<file path="src/design/ccra_pkg.sv">
// package: cpu control register layout and arbiter types
package ccra_pkg;
  // ---------------------------------------------------------------
  // register field positions
  // ---------------------------------------------------------------
  localparam int NCR_BIT = 17;
  localparam int LBE_BIT = 16;
  localparam int SPL_LSB = 11;
  localparam int CPL_LSB = 6;
  localparam int COP_LSB = 1;
  localparam int SPE_BIT = 0;
  localparam int FLD_W = 5;
  // ---------------------------------------------------------------
  // reset values, defined bit mask and counter constants
  // ---------------------------------------------------------------
  localparam logic [4:0] SPL_RST = 5'h10;
  localparam logic [4:0] CPL_RST = 5'h10;
  localparam logic [4:0] COP_RST = 5'h08;
  localparam logic [31:0] DEFINED_MASK = 32'h0003_ffff;
  localparam logic [4:0] CNT_ONE = 5'h01;
  localparam logic [4:0] CNT_ZERO = 5'h00;

  typedef struct packed {
    logic no_compare_reset;
    logic local_bus_enable;
    logic [4:0] slave_pending_limit;
    logic [4:0] core_pending_limit;
    logic [4:0] core_ownership_period;
    logic slave_port_enable;
  } ccra_ctrl_t;

  // requests from the two ram masters
  typedef struct packed {
    logic core;
    logic slave;
  } ccra_req_t;

  typedef enum logic [1:0] {
    ST_IDLE  = 2'b00,
    ST_CORE  = 2'b01,
    ST_GUARD = 2'b10,
    ST_SLAVE = 2'b11
  } ccra_state_t;
endpackage

</file>
<file path="src/design/ccra_top.sv">
// cpu control register, ram arbiter, local bus gate and count clear control
// How it works
// no_compare_reset set keeps count running on compare match; cleared clears it
// local bus unusable until enabled; local accesses error while disabled
// slave waiting slave_pending_limit cycles against core takes ram from core
// core waiting core_pending_limit cycles against slave takes ram from slave
// core keeps ram core_ownership_period cycles after winning, no arbitration
// slave_port_enable clear stalls every slave access; reset value one
// undefined control bits read zero; software writes zero
// software keeps the application call base pointer word aligned
// control register reached only by privileged system register moves
// a requester's pending count restarts when it is granted
module ccra_top (
  input wire logic ref_clk_i,                  // cpu clock
  input wire logic rst_n_i,                    // sync reset, active low
  input wire logic sr_wr_i,                    // privileged move-to pulse
  input wire logic [31:0] sr_wdata_i,          // move-to data
  output logic [31:0] sr_rdata_o,              // move-from data
  input wire ccra_pkg::ccra_req_t req_i,       // ram requests core/slave
  output ccra_pkg::ccra_req_t gnt_o,           // ram grants core/slave
  output logic slave_stall_o,                  // slave access held
  input wire logic local_req_i,                // access to local section
  output logic local_err_o,                    // bus error for local access
  output logic local_gnt_o,                    // local access accepted
  input wire logic cmp_match_i,                // count equals compare
  output logic count_clr_o                     // clear count this cycle
);
  // ---------------------------------------------------------------
  // control register
  // ---------------------------------------------------------------
  ccra_pkg::ccra_ctrl_t ctrl_q, ctrl_d;
  logic [31:0] rdata_d;

  // privileged move only
  always_comb begin
    ctrl_d = ctrl_q;
    if (sr_wr_i) begin
      ctrl_d.no_compare_reset = sr_wdata_i[ccra_pkg::NCR_BIT];
      ctrl_d.local_bus_enable = sr_wdata_i[ccra_pkg::LBE_BIT];
      ctrl_d.slave_pending_limit = sr_wdata_i[ccra_pkg::SPL_LSB +: ccra_pkg::FLD_W];
      ctrl_d.core_pending_limit = sr_wdata_i[ccra_pkg::CPL_LSB +: ccra_pkg::FLD_W];
      ctrl_d.core_ownership_period = sr_wdata_i[ccra_pkg::COP_LSB +: ccra_pkg::FLD_W];
      ctrl_d.slave_port_enable = sr_wdata_i[ccra_pkg::SPE_BIT];
    end
    // undefined bits zero
    rdata_d = {14'h0000, ctrl_d} & ccra_pkg::DEFINED_MASK;
  end

  always_ff @(posedge ref_clk_i) begin
    if (!rst_n_i) begin
      ctrl_q <= '{no_compare_reset: 1'b0, local_bus_enable: 1'b0,
                 slave_pending_limit: ccra_pkg::SPL_RST,
                 core_pending_limit: ccra_pkg::CPL_RST,
                 core_ownership_period: ccra_pkg::COP_RST,
                 slave_port_enable: 1'b1};
      sr_rdata_o <= {14'h0000, 1'b0, 1'b0, ccra_pkg::SPL_RST, ccra_pkg::CPL_RST, ccra_pkg::COP_RST, 1'b1};
    end else begin
      ctrl_q <= ctrl_d;
      sr_rdata_o <= rdata_d;
    end
  end

  // ---------------------------------------------------------------
  // count clear and local bus gate
  // ---------------------------------------------------------------
  logic count_clr_d, local_err_d, local_gnt_d;
  always_comb begin
    // compare match clear
    count_clr_d = cmp_match_i && !ctrl_q.no_compare_reset;
    // local bus gate
    local_err_d = local_req_i && !ctrl_q.local_bus_enable;
    local_gnt_d = local_req_i && ctrl_q.local_bus_enable;
  end

  always_ff @(posedge ref_clk_i) begin
    if (!rst_n_i) begin
      count_clr_o <= 1'b0;
      local_err_o <= 1'b0;
      local_gnt_o <= 1'b0;
    end else begin
      count_clr_o <= count_clr_d;
      local_err_o <= local_err_d;
      local_gnt_o <= local_gnt_d;
    end
  end

  // ---------------------------------------------------------------
  // ram arbiter
  // ---------------------------------------------------------------
  ccra_pkg::ccra_state_t st_q, st_d;
  logic [4:0] cwait_q, cwait_d, swait_q, swait_d, own_q, own_d;
  logic sreq;
  ccra_pkg::ccra_req_t gnt_d;
  logic stall_d;

  always_comb begin
    // disabled slave never requests
    sreq = req_i.slave && ctrl_q.slave_port_enable;
    st_d = st_q;
    own_d = own_q;
    cwait_d = cwait_q;
    swait_d = swait_q;
    unique case (st_q)
      ccra_pkg::ST_IDLE: begin
        if (req_i.core) begin
          st_d = ccra_pkg::ST_GUARD;
          own_d = ctrl_q.core_ownership_period;
        end else if (sreq) begin
          st_d = ccra_pkg::ST_SLAVE;
        end
      end
      ccra_pkg::ST_GUARD: begin
        // guaranteed ownership, no arbitration
        if (own_q <= ccra_pkg::CNT_ONE) begin
          st_d = ccra_pkg::ST_CORE;
        end else begin
          own_d = own_q - ccra_pkg::CNT_ONE;
        end
      end
      ccra_pkg::ST_CORE: begin
        // slave limit pre-empts core
        if (sreq && (!req_i.core || swait_q >= ctrl_q.slave_pending_limit)) begin
          st_d = ccra_pkg::ST_SLAVE;
        end else if (!req_i.core) begin
          st_d = ccra_pkg::ST_IDLE;
        end
      end
      ccra_pkg::ST_SLAVE: begin
        // core limit pre-empts slave
        if (req_i.core && (!sreq || cwait_q >= ctrl_q.core_pending_limit)) begin
          st_d = ccra_pkg::ST_GUARD;
          own_d = ctrl_q.core_ownership_period;
        end else if (!sreq) begin
          st_d = ccra_pkg::ST_IDLE;
        end
      end
    endcase
    // wait restarts on grant
    if (st_d == ccra_pkg::ST_SLAVE || !sreq) begin
      swait_d = ccra_pkg::CNT_ZERO;
    end else if (swait_q != '1) begin
      swait_d = swait_q + ccra_pkg::CNT_ONE;
    end
    if (st_d == ccra_pkg::ST_CORE || st_d == ccra_pkg::ST_GUARD || !req_i.core) begin
      cwait_d = ccra_pkg::CNT_ZERO;
    end else if (cwait_q != '1) begin
      cwait_d = cwait_q + ccra_pkg::CNT_ONE;
    end
    gnt_d.core = (st_d == ccra_pkg::ST_CORE || st_d == ccra_pkg::ST_GUARD) && req_i.core;
    gnt_d.slave = (st_d == ccra_pkg::ST_SLAVE) && sreq;
    // slave stall whenever the slave request is not granted, so always while disabled
    stall_d = req_i.slave && !gnt_d.slave;
  end

  always_ff @(posedge ref_clk_i) begin
    if (!rst_n_i) begin
      st_q <= ccra_pkg::ST_IDLE;
      own_q <= ccra_pkg::CNT_ZERO;
      cwait_q <= ccra_pkg::CNT_ZERO;
      swait_q <= ccra_pkg::CNT_ZERO;
      gnt_o <= '0;
      slave_stall_o <= 1'b0;
    end else begin
      st_q <= st_d;
      own_q <= own_d;
      cwait_q <= cwait_d;
      swait_q <= swait_d;
      gnt_o <= gnt_d;
      slave_stall_o <= stall_d;
    end
  end

  // ---------------------------------------------------------------
  // checks
  // ---------------------------------------------------------------
  // clear follows match
  a_count_clear: assert property (@(posedge ref_clk_i) disable iff (!rst_n_i)
    cmp_match_i |=> count_clr_o == !$past(ctrl_q.no_compare_reset))
    else $error("count clear wrong");
  // no clear without match
  a_clear_needs_match: assert property (@(posedge ref_clk_i) disable iff (!rst_n_i)
    !cmp_match_i |=> !count_clr_o)
    else $error("count cleared without match");
  // disabled local bus
  a_local_error: assert property (@(posedge ref_clk_i) disable iff (!rst_n_i)
    local_req_i && !ctrl_q.local_bus_enable |=> local_err_o && !local_gnt_o)
    else $error("local access not errored");
  // enabled local bus
  a_local_grant: assert property (@(posedge ref_clk_i) disable iff (!rst_n_i)
    local_req_i && ctrl_q.local_bus_enable |=> local_gnt_o && !local_err_o)
    else $error("enabled local access refused");
  // slave pre-emption
  a_slave_limit: assert property (@(posedge ref_clk_i) disable iff (!rst_n_i)
    st_q == ccra_pkg::ST_CORE && sreq && swait_q >= ctrl_q.slave_pending_limit |=> gnt_o.slave)
    else $error("slave limit ignored");
  // core pre-emption
  a_core_limit: assert property (@(posedge ref_clk_i) disable iff (!rst_n_i)
    st_q == ccra_pkg::ST_SLAVE && req_i.core && cwait_q >= ctrl_q.core_pending_limit |=> gnt_o.core)
    else $error("core limit ignored");
  // one ram owner
  a_single_owner: assert property (@(posedge ref_clk_i) disable iff (!rst_n_i)
    !(gnt_o.core && gnt_o.slave))
    else $error("two ram owners");
  // guard period held
  a_guard_hold: assert property (@(posedge ref_clk_i) disable iff (!rst_n_i)
    st_q == ccra_pkg::ST_GUARD && own_q > ccra_pkg::CNT_ONE |=> st_q == ccra_pkg::ST_GUARD)
    else $error("ownership period broken");
  // core served in guard
  a_guard_grant: assert property (@(posedge ref_clk_i) disable iff (!rst_n_i)
    st_q == ccra_pkg::ST_GUARD && req_i.core |=> gnt_o.core && !gnt_o.slave)
    else $error("core not served in guard");
  // disabled slave stalls
  a_slave_stall: assert property (@(posedge ref_clk_i) disable iff (!rst_n_i)
    req_i.slave && !ctrl_q.slave_port_enable |=> slave_stall_o && !gnt_o.slave)
    else $error("disabled slave not stalled");
  // undefined bits zero
  a_read_zero: assert property (@(posedge ref_clk_i) disable iff (!rst_n_i)
    (sr_rdata_o & ~ccra_pkg::DEFINED_MASK) == 32'h0000_0000)
    else $error("undefined bits nonzero");
  // move-to readback
  a_write_readback: assert property (@(posedge ref_clk_i) disable iff (!rst_n_i)
    sr_wr_i |=> sr_rdata_o == ($past(sr_wdata_i) & ccra_pkg::DEFINED_MASK))
    else $error("written value not read back");
  // slave wait restart
  a_wait_restart: assert property (@(posedge ref_clk_i) disable iff (!rst_n_i)
    st_q == ccra_pkg::ST_SLAVE |-> swait_q == ccra_pkg::CNT_ZERO)
    else $error("slave wait not restarted");
endmodule

</file>
<file path="config.mk">
export PLATFORM = sky130hd
export DESIGN_NAME = ccra_top
export DESIGN_NICKNAME = d
export VERILOG_FILES = /design/src/design/ccra_pkg.sv /design/src/design/ccra_top.sv
export SDC_FILE = /design/constraint.sdc
export NUM_CORES = 1
export LEC_CHECK = 0
export ABC_AREA = 1
export BUFFER_PORTS_ARGS = -buffer_cell sky130_fd_sc_hd__clkbuf_2
export CAP_MARGIN = 20
export CORE_MARGIN = 1.5
export CORE_UTILIZATION = 50
export CTS_CLUSTER_SIZE = 40
export DETAILED_ROUTE_END_ITERATION = 16
export GPL_TIMING_DRIVEN = 0
export MAX_ROUTING_LAYER = met4
export PLACE_DENSITY = 0.8
export SYNTH_ARGS = -nofsm -noshare
export SYNTH_HDL_FRONTEND = slang
export SYNTH_SLANG_ARGS = --single-unit
</file>
<file path="constraint.sdc">
create_clock -name ref_clk_i -period 2.9 [get_ports ref_clk_i]
set_clock_uncertainty 0.15 [all_clocks]
set_input_delay 0.29 -clock ref_clk_i [delete_from_list [all_inputs] [get_ports ref_clk_i]]
set_output_delay 0.29 -clock ref_clk_i [all_outputs]
set_load 0.02 [all_outputs]
</file>
==> metrics <==
fin crit share=a little under nine tenths; Post-Layout Cell Count=about 430; grt peak-use layer=met2; Gates resized, CTS repair=0; crit start category=flop; Routed WL=between 4000 and 5000 um; Max Cap Violations=0; layout cell share with drive strength beyond 1=between 20% and 30%; synthesized cell area=between 2000 and 2500 um2; row cnt=23; Hold EP=count_clr_o; Mapped Cells=a little over 300; CP most frequent cell=nand2_1; Post-CTS Setup Bufs=0; ys async rst share=0%; cts hold-fix bufs=0; dpl ws=~440 ps; Placer Congestion=roughly 0.85; min-delay src=cmp_match_i; drt pass-1 iters=4; Leak=around 1.5 nW; vias in the first global route=between 1500 and 2000; total power=between 1.5 and 2 mW; Clock Latency Late Sink=about 300 ps; Slowest-stage cell, CP=nor3_2; Clock transition at path regs=about 80 ps; Post-Synth Adder-Cell Area=under 10%; Hold Path Depth=3; slowest stage delay, CP=between 300 and 400 ps; unrepaired setup endpoints after global routing=no; CTS Root Cell=clkbuf_8; Max Clk Rate=around 400 MHz; Ys Warns=0; synth cell count leaders=nand2_1 (69), nor2_1 (45), dfxtp_1 (41), inv_1 (35), o21ai_0 (19); Worst Path Required=~3000 ps; count leader, synth=nand2_1; met1 usage=23.9%; R2R Path Start=sr_rdata_o[13]; CTS max path bufs=2; setup ws final=411 ps; Starting Density=a little over half; M2 GR Usage=between 30% and 40%; largest family of logic cells by synthesized area=simple AND/OR/NAND/NOR gates; dpl cell area=approximately 2500 um2; number of routed nets with antenna violations=0; Slew @ Worst Pin=~510 ps; family with the most delay on the worst path=simple AND/OR/NAND/NOR gates; core box area=~4100 um2; sequential-to-total area share from yosys stat=37.6%; post-route cell area=around 2600 um2; H-tree levels=2; wire per inst=between 10 and 15 um; gr ovfl total=0; GR Util met3=under 10%; slew margin rel.=between 60% and 70%; DR vias/cell=4.64; CP arrival=2570 ps; ANT cells=0; # clock sinks=a little over 40; Hold Fails Final Rpt=0; DPL Wire Length=roughly 3600 um; Synth Area in XOR/XNOR=less than 1%; top cell type's share of synthesized area=between 30% and 40%; Setup TNS=0 ps; status=finished, final reports clean; Slew Limit Fails=0; CTS tree=built; initial antenna violation count=0; final setup vio count=0; Post-Synth Simple-Gate Area=roughly 28%; Max IR drop VDD=about 0.37 mV; post-synthesis compound-gate area fraction=9.46%; first-pass GRT wire length=between 7000 and 8000 um; area grow syn2layout=20.7%; Synth area leaders=dfxtp_1 (38%), nand2_1 (12%), ha_1 (9.7%), nor2_1 (7.7%), inv_1 (6.0%); Vias=1976; reg2reg setup slack=410 ps; Synth cell types=30; Buf+Inv Stages, Crit Path=3; worst-path cell chain=inv_1, ha_1, nand2_1, inv_1, o21bai_1, nand3_1, nand2_1, nand2_1, nand2_1, nand2_1, nand2_1, inv_1, ha_1, nor3_2, o21ai_1, a21oi_1; gr usage total=~20%; min cycle time layout=about 2500 ps; Yosys reg bits=just over 40; Nets=431; Starting DRT DRC Count=68; Port Buffer Count=48; CTS Buf Count=5; post-synthesis mux area share=less than 1%; Crit Path Class=reg -> reg; area leader, netlist=dfxtp_1; CP endpoint kind=flop; Post-synth EDFFs=0; Worst Hold Class=in -> reg; Placed Cells=418; syn avg cell area=a little over 7 um2; largest net degree at the start of global routing=13; Reg2Reg Depth=16; DIE HEIGHT=roughly 69 um; Die ar.=4770 um2; DRC errors left=0; Crit Path Max Fanout=5; ys flop type=dfxtp_1; Die W=69.1 um; Top-Level Pins=77; worst setup path startpoint=sr_rdata_o[13]; r2r endpoint=cwait_q[3]; PD cells=701 nW/um2
[where the power goes]
part / internal [mW] / switching [mW] / leakage (nW)
sequential: 0.648 / 0.0681 / 0.338
clock: 0.215 / 0.196 / 0.0542
combinational: 0.272 / 0.448 / 1.06
[state kept, by name (all words and copies together) (netlist names)]
signal / flops
local_gnt_o: 1
own_q: 5
local_err_o: 1
swait_q: 5
slave_stall_o: 1
count_clr_o: 1
sr_rdata_o: 18
cwait_q: 5
gnt_o: 2
st_q: 2
[layer usage]
metal | part of all wire (%) | up-vias
li1 | - | 1075
met1 | 44 | 848
met2 | 49 | 45
met3 | 4.8 | 8
met4 | 2.0 | 0
met5 | 0 | -
[stage by stage]
step	util [%]	hold WS, ps
after floorplan	-	254
after global placement	62.0	271
after detailed placement	62.0	282
after CTS	64.5	37.5
after global routing	64.5	60.9
final	64.5	40.5
[cell usage in the layout (no fill, tap or decap), types with 2 or more instances in the layout]
cell	n
nand2_1	69
o21ai_1	2
o21bai_1	2
nor2_1	45
inv_2	8
nand2_2	3
buf_4	15
clkbuf_1	3
clkbuf_2	48
inv_1	35
nand3_1	12
nand4_1	2
o21ai_0	19
clkbuf_8	7
a21oi_1	13
nor3_1	3
conb_1	14
xor2_1	2
nor2_2	3
o31ai_1	2
ha_1	17
dfxtp_1	41
[worst register-to-register path, cell delays in order, from the launching register on]
cell      delay, ps
dfxtp_1         330
inv_1            60
ha_1            300
nand2_1          70
inv_1            30
o21bai_1        120
nand3_1          90
nand2_1          60
nand2_1          50
nand2_1          60
nand2_1          60
nand2_1          90
inv_1            50
ha_1            310
nor3_2          360
o21ai_1         120
a21oi_1         120
[final cells by class]
| class | instances | area [um2] |
|---|---|---|
| Timing Repair Buffer | 48 | 240 |
| Inverter | 44 | 165 |
| Clock buffer | 7 | 96.3 |
| Tap cell | 50 | 62.6 |
| Clock inverter | 1 | 5.00 |
| Sequential cell | 41 | 821 |
| Buffer | 19 | 129 |
| Multi-Input combinational cell | 216 | 1120 |
| Fill cell | 386 | 1450 |
[cells by family after synthesis]
kind of cell               Yosys count
and+or+nand+nor                    143
buffers and inverters               63
DFF                                 41
AOI/OAI and AO/OA                   39
adders and majority gates           17
xor gates and xnor gates             2
other                                1
muxes                                1
[worst max path at each step]
stage,end,slack [ps],depth (start not counted)
floorplan,cwait_q[3],560,15
global placement,cwait_q[3],460,15
detailed placement,cwait_q[3],440,15
CTS,cwait_q[3],410,15
global route,cwait_q[0],140,16
finish,cwait_q[3],410,16
(Power assumes the default switching activity.)
